--- config.mk ---
export PLATFORM = sky130hd
export DESIGN_NAME = cascade_lane_sync
export DESIGN_NICKNAME = d
export VERILOG_FILES = /design/src/hdl/cascade_lane_sync_pkg.sv /design/src/hdl/lane_sense_if.sv /design/src/hdl/lane_sense.sv /design/src/hdl/cascade_lane_sync.sv
export VERILOG_INCLUDE_DIRS = /design/src /design/src/hdl
export SDC_FILE = /design/constraint.sdc
export NUM_CORES = 1
export LEC_CHECK = 0
export BUFFER_PORTS_ARGS = -buffer_cell sky130_fd_sc_hd__buf_2
export CAP_MARGIN = 20
export CORE_MARGIN = 10
export CORE_UTILIZATION = 40
export CTS_BUF_LIST = sky130_fd_sc_hd__clkbuf_4
export CTS_CLUSTER_DIAMETER = 50
export DETAILED_ROUTE_END_ITERATION = 12
export SETUP_SLACK_MARGIN = 0.02
export SYNTH_ARGS = -nofsm -noshare
export SYNTH_HDL_FRONTEND = slang
export SYNTH_HIERARCHICAL = 1
export SYNTH_SLANG_ARGS = --single-unit
--- constraint.sdc ---
create_clock -name ref_clk -period 3.09 [get_ports ref_clk]
set_clock_uncertainty 0.1 [all_clocks]
set_input_delay 0.618 -clock ref_clk [delete_from_list [all_inputs] [get_ports ref_clk]]
set_output_delay 0.618 -clock ref_clk [all_outputs]
set_load 0.005 [all_outputs]
--- src/hdl/cascade_lane_sync_params.svh ---
// Constants for the cascade lane synchroniser: register offsets, field positions,
// reset values, symbol codes and timing counts. Included by the package and the modules.
`ifndef CASCADE_LANE_SYNC_PARAMS_SVH
`define CASCADE_LANE_SYNC_PARAMS_SVH

// Control bus register offsets (64 byte-wide locations).
`define ADDR_W 6
`define REG_MODE_ADDR 6'h00
`define REG_RECEIVE_CONDITION_B_ADDR 6'h0a

// Mode register fields and reset value.
`define MODE_RUN_BIT 0
`define MODE_CASCADE_BIT 3
`define MODE_RESET 8'h00

// Receive condition B fields and reset value.
`define RCB_CASCADE_SYNC_ERROR_BIT 4
`define RCB_RESET 8'h00

// Five-bit line symbols; a pair carries the first symbol in the upper half.
`define SYM_J 5'h18
`define SYM_K 5'h11
`define SYM_IDLE 5'h1f
`define SYM_T 5'h0d

// Most JK pairs handed to the host before cascade start arrives.
`define MAX_JK_TO_HOST 2'h2

// Window after cascade ready release within which cascade start must be seen.
// It spans eight local byte clock periods, roughly 80 ns.
`define CLK_PERIOD_NS 10
`define CSE_WINDOW_NS 80
`define CSE_WINDOW_CYCLES ((`CSE_WINDOW_NS) / (`CLK_PERIOD_NS))
`define WIN_CNT_W 4

`endif

--- src/hdl/cascade_lane_sync_pkg.sv ---
// Types shared by the cascade lane synchroniser modules.
// Assumes cascade_lane_sync_params.svh is on the include path.
`include "cascade_lane_sync_params.svh"

package cascade_lane_sync_pkg;

  typedef enum logic [1:0] {
    HUNT,
    WAIT_START,
    STREAM
  } syncState_t;

  typedef struct packed {
    syncState_t state;
    logic [1:0] jkSent;
    logic [`WIN_CNT_W-1:0] winCnt;
    logic crRelease;
    logic cascadeSyncError;
    logic [7:0] mode;
    logic [7:0] rdData;
    logic [9:0] hostData;
    logic hostValid;
  } mainState_t;

  typedef struct packed {
    logic startMeta;
    logic startSync;
  } senseState_t;

endpackage

--- src/hdl/lane_sense_if.sv ---
// Carrier between the lane sense module and the synchroniser core.
// Both sides run on the same clock; no timing lives here.
`timescale 1ns/1ps

interface lane_sense_if;
  logic jkNow;
  logic frameEndNow;
  logic startSeen;

  modport sense (
    output jkNow,
    output frameEndNow,
    output startSeen
  );

  modport core (
    input jkNow,
    input frameEndNow,
    input startSeen
  );
endinterface

--- src/hdl/lane_sense.sv ---
// Classifies the received symbol pair and synchronises the cascade start pin.
// Assumes the symbol pair comes from logic on ref_clk and the pin from outside.
`timescale 1ns/1ps
`include "cascade_lane_sync_params.svh"

module lane_sense (
  input wire logic ref_clk,
  input wire logic arst_n,
  input wire logic [9:0] rxPair,
  input wire logic rxValid,
  input wire logic cascadeStartIn,
  lane_sense_if.sense sense
);
  import cascade_lane_sync_pkg::*;

  senseState_t st;
  senseState_t next_st;

  function automatic logic isSym(input logic [4:0] sym, input logic [4:0] code);
    return sym == code;
  endfunction

  always_comb begin
    next_st = st;
    next_st.startMeta = cascadeStartIn;
    next_st.startSync = st.startMeta;
  end

  always_ff @(posedge ref_clk or negedge arst_n) begin
    if (!arst_n) begin
      st <= '0;
    end else begin
      st <= next_st;
    end
  end

  // Only a cleanly decoded J followed by K counts; a corrupted pair is simply not seen.
  assign sense.jkNow = rxValid && isSym(rxPair[9:5], `SYM_J) && isSym(rxPair[4:0], `SYM_K);
  assign sense.frameEndNow = rxValid && (isSym(rxPair[9:5], `SYM_T) || isSym(rxPair[4:0], `SYM_T) ||
                                         (isSym(rxPair[9:5], `SYM_IDLE) && isSym(rxPair[4:0], `SYM_IDLE)));
  assign sense.startSeen = st.startSync;
endmodule

--- src/hdl/cascade_lane_sync.sv ---
// Cascade lane synchroniser: aligns this lane to its peers on the JK starting
// delimiter through the wired-AND cascade ready / cascade start pair.
// Assumes the received pairs arrive on ref_clk, the local byte clock domain, and that the
// cascade ready pin is an open-drain net pulled high and shared with all peer devices.
`timescale 1ns/1ps
`include "cascade_lane_sync_params.svh"

module cascade_lane_sync #(
  // Cycles of ref_clk after the ready release within which cascade start must arrive; it must fit the counter.
  parameter int WINDOW_CYCLES = `CSE_WINDOW_CYCLES,
  // Most JK pairs shown to the host while this lane waits for its peers.
  parameter int JK_LIMIT = `MAX_JK_TO_HOST
) (
  input wire logic ref_clk,
  input wire logic arst_n,
  // Received symbol pairs from the elasticity buffer.
  input wire logic [9:0] rxPair,
  input wire logic rxValid,
  // Pairs handed to the host framing logic.
  output logic [9:0] hostData,
  output logic hostValid,
  output logic cascadeStarted,
  // Open-drain cascade ready pin, and the wired-AND cascade start net read back.
  input wire logic cascadeReadyIn,
  output logic cascadeReadyOut,
  output logic cascadeReadyOe,
  input wire logic cascadeStartIn,
  // Control bus.
  input wire logic [`ADDR_W-1:0] cbAddr,
  input wire logic [7:0] cbWrData,
  input wire logic cbWrEn,
  input wire logic cbRdEn,
  output logic [7:0] cbRdData,
  output logic cascadeSyncError
);
  import cascade_lane_sync_pkg::*;

  lane_sense_if senseBus ();

  // All state of the core is one packed word, registered in one place; the start pin synchroniser keeps its own in the sense unit.
  mainState_t st;
  mainState_t next_st;

  logic cascadeActive;
  logic windowExpired;
  logic clearSyncError;
  logic [7:0] receiveConditionB;
  logic syncLate;

  // The starting delimiter as presented to the host, first symbol in the upper half.
  localparam logic [9:0] JK_PAIR = {`SYM_J, `SYM_K};

  // A write strobe aimed at one register; every writable location decodes through here.
  function automatic logic writeHit(input logic en, input logic [`ADDR_W-1:0] addr,
                                    input logic [`ADDR_W-1:0] target);
    return en && (addr == target);
  endfunction

  // Symbol classification and the start pin synchroniser live in the sense unit.
  lane_sense senseUnit (
    .ref_clk(ref_clk),
    .arst_n(arst_n),
    .rxPair(rxPair),
    .rxValid(rxValid),
    .cascadeStartIn(cascadeStartIn),
    .sense(senseBus.sense)
  );

  // Lane synchronisation only runs with the device in run mode and cascade selected.
  assign cascadeActive = st.mode[`MODE_RUN_BIT] && st.mode[`MODE_CASCADE_BIT];

  // The window counts from the release cycle and includes the two-flop delay on the start pin,
  // so a peer that is later than the allowed skew is caught even after synchronisation.
  assign windowExpired = (st.winCnt == `WIN_CNT_W'(WINDOW_CYCLES - 1));

  // Peers missed the window: this lane released ready but the start net has not followed.
  assign syncLate = (st.state == WAIT_START) && cascadeActive && !senseBus.startSeen && windowExpired;

  // Writing a zero to the flag position clears it; other written bits have no effect.
  assign clearSyncError = writeHit(cbWrEn, cbAddr, `REG_RECEIVE_CONDITION_B_ADDR) &&
                          !cbWrData[`RCB_CASCADE_SYNC_ERROR_BIT];

  // Only the sync error flag of receive condition B lives in this block; other bits read zero.
  always_comb begin
    receiveConditionB = `RCB_RESET;
    receiveConditionB[`RCB_CASCADE_SYNC_ERROR_BIT] = st.cascadeSyncError;
  end

  // Next state: register bus first, then the lane state machine, then the sticky flag.
  always_comb begin
    next_st = st;
    next_st.hostValid = 1'b0;

    // Control bus: mode register steers the block, receive condition B shows its state.
    if (writeHit(cbWrEn, cbAddr, `REG_MODE_ADDR)) begin
      next_st.mode = cbWrData;
    end
    // Read data is registered and holds until the next read strobe.
    if (cbRdEn) begin
      unique case (cbAddr)
        `REG_MODE_ADDR: next_st.rdData = st.mode;
        `REG_RECEIVE_CONDITION_B_ADDR: next_st.rdData = receiveConditionB;
        default: next_st.rdData = 8'h00;
      endcase
    end

    unique case (st.state)
      HUNT: begin
        next_st.crRelease = 1'b0;
        next_st.jkSent = 2'h0;
        next_st.winCnt = '0;
        if (!cascadeActive) begin
          // Outside cascade mode this lane simply passes what it receives.
          next_st.hostData = rxPair;
          next_st.hostValid = rxValid;
        end else if (senseBus.jkNow) begin
          // The sender opens every lane with a JK pair; that pair is our alignment mark.
          next_st.crRelease = 1'b1;
          next_st.hostData = JK_PAIR;
          next_st.hostValid = 1'b1;
          next_st.jkSent = 2'h1;
          next_st.state = WAIT_START;
        end
      end

      WAIT_START: begin
        if (!cascadeActive) begin
          // Leaving cascade mode abandons the wait without flagging, since no peer is expected.
          next_st.state = HUNT;
        end else if (senseBus.startSeen) begin
          // Every peer has released its ready line: data may now flow on all lanes.
          next_st.state = STREAM;
          next_st.hostData = rxPair;
          next_st.hostValid = rxValid;
        end else begin
          // Repeat the JK once while peers catch up; never more than two in a row.
          if (rxValid && st.jkSent != 2'(JK_LIMIT)) begin
            next_st.hostData = JK_PAIR;
            next_st.hostValid = 1'b1;
            next_st.jkSent = st.jkSent + 2'h1;
          end
          if (!windowExpired) begin
            next_st.winCnt = st.winCnt + `WIN_CNT_W'(1);
          end
        end
      end

      STREAM: begin
        // This device carries its own lane of the aggregate transfer.
        next_st.hostData = rxPair;
        next_st.hostValid = rxValid;
        if (!cascadeActive) begin
          next_st.state = HUNT;
        end else if (senseBus.frameEndNow) begin
          // Ending delimiter or idle: pull ready low again and hunt for the next JK.
          // Re-arming right after a frame could still see the old start level; the idle gap
          // the sender keeps between frames is longer than the two-flop delay on the start pin.
          next_st.state = HUNT;
          next_st.crRelease = 1'b0;
        end
      end

      default: begin
        next_st.state = HUNT;
      end
    endcase

    // Sticky flag: hardware setting it wins over a clear in the same cycle.
    if (clearSyncError) begin
      next_st.cascadeSyncError = 1'b0;
    end
    if (syncLate) begin
      next_st.cascadeSyncError = 1'b1;
    end
  end

  // Reset puts the lane back to hunting, with the mode cleared and the ready line released.
  always_ff @(posedge ref_clk or negedge arst_n) begin
    if (!arst_n) begin
      st <= '{
        state: HUNT,
        jkSent: 2'h0,
        winCnt: '0,
        crRelease: 1'b0,
        cascadeSyncError: 1'b0,
        mode: `MODE_RESET,
        rdData: 8'h00,
        hostData: 10'h000,
        hostValid: 1'b0
      };
    end else begin
      st <= next_st;
    end
  end

  // Open drain: drive low while not ready, release to let the shared net rise.
  assign cascadeReadyOut = 1'b0;
  assign cascadeReadyOe = cascadeActive && !st.crRelease;

  // Data outputs are registers; the started flag is a plain decode of the state.
  assign hostData = st.hostData;
  assign hostValid = st.hostValid;
  assign cascadeStarted = (st.state == STREAM);
  assign cbRdData = st.rdData;
  assign cascadeSyncError = st.cascadeSyncError;

  // The pin level is read back only through the wired-AND start net; the local view is unused.
  logic unusedReadyIn;
  assign unusedReadyIn = cascadeReadyIn;
endmodule

==> results.sh <==
export IMPL_vdd_ir_drop_max_v=0.0001774
export IMPL_worstMarginPinSlew_ns=0.8538
export IMPL_yosysSeqAreaShare=0.4788
export IMPL_crit_type="register to output port"
export IMPL_synth_most_common_cell="dfrtp_1"
export IMPL_post_place_ws_ns=0.5058
export IMPL_finalSetupTns_ns=0
export IMPL_grt_busiest_layer="met2"
export IMPL_io_pins=54
export IMPL_start_util=0.4231
export IMPL_nFillCells=522
export IMPL_synth_common_cells="39 x dfrtp_1, 21 x nand2_1, 20 x buf_4, 14 x inv_1, 14 x o21ai_0"
export IMPL_synth_edf_count=0
export IMPL_syn2layout_area_growth_pct=10.68
export IMPL_ant_nets=0
export IMPL_use_met1=0.1296
export IMPL_drt_iter0_drc=94
export IMPL_io_buffers=51
export IMPL_clock_fmax_mhz=447.6
export IMPL_postSynthCellCount=205
export IMPL_synth_top_area_cell="dfrtp_1"
export IMPL_yosys_top_cells_area="dfrtp_1 48%, buf_4 7.4%, mux2_2 4.4%"
export IMPL_hold_viol=0
export IMPL_worst_setup_path_end_kind="output port"
export IMPL_ctsHoldBuffers=0
export IMPL_grt_max_degree=40
export IMPL_clock_path_buffers=2
export IMPL_rrSetupSlack_ns=1.22
export IMPL_ys_ff_latch=39
export IMPL_fp_coreArea_mm2=0.004817
export IMPL_grt_use_met3=0.04527
export IMPL_p_per_area_mw_per_mm2=442.4
export IMPL_path_max_fanout=10
export IMPL_grt_antenna_before_repair=0
export IMPL_drc=0
export IMPL_yosysTopAreaCellShare=0.4788
export IMPL_place_congestion=0.7887
export IMPL_synth_cell_area_mm2=0.002038
export IMPL_path_clk_slew_ns=0.11
export IMPL_synthFlopType="dfrtp_1"
export IMPL_dp_cells=296
export IMPL_min_period_ns=2.234
export IMPL_finalNetCount=269
export IMPL_avgViaCountPerCell=5.109
export IMPL_finalWirelength_um=4520
export IMPL_cts_tree="built"
export IMPL_max_cap_violations=0
export IMPL_dr_pass1_iters=4
export IMPL_die_y_um=91.38
export IMPL_cts_setup_buffers=0
export IMPL_ys_types=45
export IMPL_avgRoutedWirePerCell_um=14.87
export IMPL_leakage_nw=1.054
export IMPL_clk_latency_ns=0.35
export IMPL_critical_path_slowest_cell="dfrtp_1"
export IMPL_dieArea_mm2=0.008350
export IMPL_register_area_um2=975.9
export IMPL_finalWorstSetupSlack_ns=0.8557
export IMPL_fp_row_count=25
export IMPL_antennaDiodeCount=0
export IMPL_place_area_mm2=0.002180
export IMPL_grt_usage=0.1121
export IMPL_synth_async_sr_flop_share=1.000
export IMPL_final_layout_size_suffix_gt1_frac=0.3080
export IMPL_worstPathCellList="clkinv_1, nor2_1, buf_2"
export IMPL_r2r_end="hostData[8]"
export IMPL_max_stage_delay_ns=0.55
export IMPL_htree_num_levels=2
export IMPL_finalSetupViolCount=0
export IMPL_grt_use_met2=0.1860
export IMPL_die_x_um=91.38
export IMPL_crit_end="cascadeStarted"
export IMPL_maxSlewHeadroom=0.4308
export IMPL_maxSlewViolCount=0
export IMPL_grt_pass1_wl_um=7714
export IMPL_multi_input_area_um2=800.8
export IMPL_yosysWarnings=6
export IMPL_cp_arrival_ns=1.52
export IMPL_grt_overflow_total=0
export IMPL_ctsResizeCount=0
export IMPL_rsz0062_at_grt="no"
export IMPL_synth_nets=238
export IMPL_cts_root_buf="clkbuf_4"
export IMPL_cp_required_ns=2.37
export IMPL_crit_start="st[36]"
export IMPL_cts_sinks=39
export IMPL_fin_area_mm2=0.002256
export IMPL_r2r_start="st[36]"
export IMPL_vias=1553
export IMPL_hp_class="input port to asynchronous set/reset pin"
export IMPL_instances_no_fill=304
export IMPL_cts_buffers_inserted=5
export IMPL_grt_pass1_vias=1653
export IMPL_rr_worst_depth=4
export IMPL_dpl_hpwl_um=3433
export IMPL_finalCritPeriodShare=0.7231
export IMPL_syn_avg_cell_area_um2=9.942
export IMPL_crit_path_start_kind="register"
export IMPL_status="completed"
cell usage in the layout (no fill, tap or decap), types with 2 or more instances in the layout:
cell type,instances
dfrtp_1,39
a22o_1,6
and3b_1,2
nand4_1,7
o21ai_0,14
nand3b_1,2
nand2_1,21
nor4_2,2
buf_2,51
a2bb2oi_1,2
nor2_1,10
o22ai_1,2
nand3_1,3
mux2_2,8
nand2b_1,2
ha_1,2
clkbuf_4,5
clkinv_1,2
mux2i_1,2
a21oi_1,8
nor3_1,3
a31oi_1,6
inv_1,14
and3_1,3
area by class of cell:
cell class                 instances  share of cell area
clock buffer                       5             0.01664
inverter                          15             0.02496
timing repair buffer              52              0.1165
tap                               67             0.03716
sequential                        39              0.4326
clock inverter                     3             0.01719
multi-input combinational        123              0.3550
stage by stage:
stage | hold WS [ns] | total power, mW | utilization
finish | 0.2565 | 0.9981 | 0.4683
global route | 0.2350 | 1.063 | 0.4683
CTS | 0.2589 | 1.018 | 0.4683
detailed placement | 0.2452 | 0.6763 | 0.4525
global placement | 0.2347 | 0.6721 | 0.4525
floorplan | 0.2224 | 0.6341 | -
logic make-up after synthesis:
group,Yosys count,share of synthesized area
buffers and inverters,43,0.1283
adder cells (fa/ha/maj),2,0.01228
AND/OR/NAND/NOR,61,0.1615
AO/OA/AOI/OAI,49,0.1633
multiplexers,10,0.05402
flip-flops,39,0.4788
other,1,0.001840
routing by layer:
| layer | wire length [µm] | vias up |
|---|---|---|
| li1 | - | 769 |
| met2 | 2254 | 28 |
| met1 | 1990 | 750 |
| met4 | 49 | 0 |
| met3 | 226 | 6 |
| met5 | 0 | - |
state kept, by name (all words and copies together) (netlist names):
name / cells
cascadeSyncError: 1
cbRdData: 8
st: 17
hostValid: 1
senseUnit/next_st: 1
hostData: 10
senseUnit/sense.startSeen: 1
where the power goes:
part           internal, mW  switching, mW  leakage (nW)
logic                0.0508         0.0512         0.506
clock network         0.166          0.169        0.0426
registers             0.538         0.0224         0.505
how the worst min path moves through the flow:
| stage | startpoint | endpoint | slack (ns) | cells past startpoint |
|---|---|---|---|---|
| after global routing | cascadeStartIn | senseUnit/next_st[0] | 0.24 | 1 |
| final | arst_n | st[32] | 0.26 | 1 |
| after detailed placement | senseUnit/next_st[0] | senseUnit/sense.startSeen | 0.25 | 0 |
| after floorplan | arst_n | cascadeSyncError | 0.22 | 0 |
| after global placement | senseUnit/next_st[0] | senseUnit/sense.startSeen | 0.23 | 0 |
| after CTS | cascadeStartIn | senseUnit/next_st[0] | 0.26 | 1 |
critical path, delay by kind of cell (launching register included):
| family | cells | cell delay [ns] |
|---|---|---|
| DFF | 1 | 0.55 |
| buffers and inverters | 2 | 0.45 |
| and+or+nand+nor | 1 | 0.17 |
No activity file was read; power rests on OpenSTA's default activity.
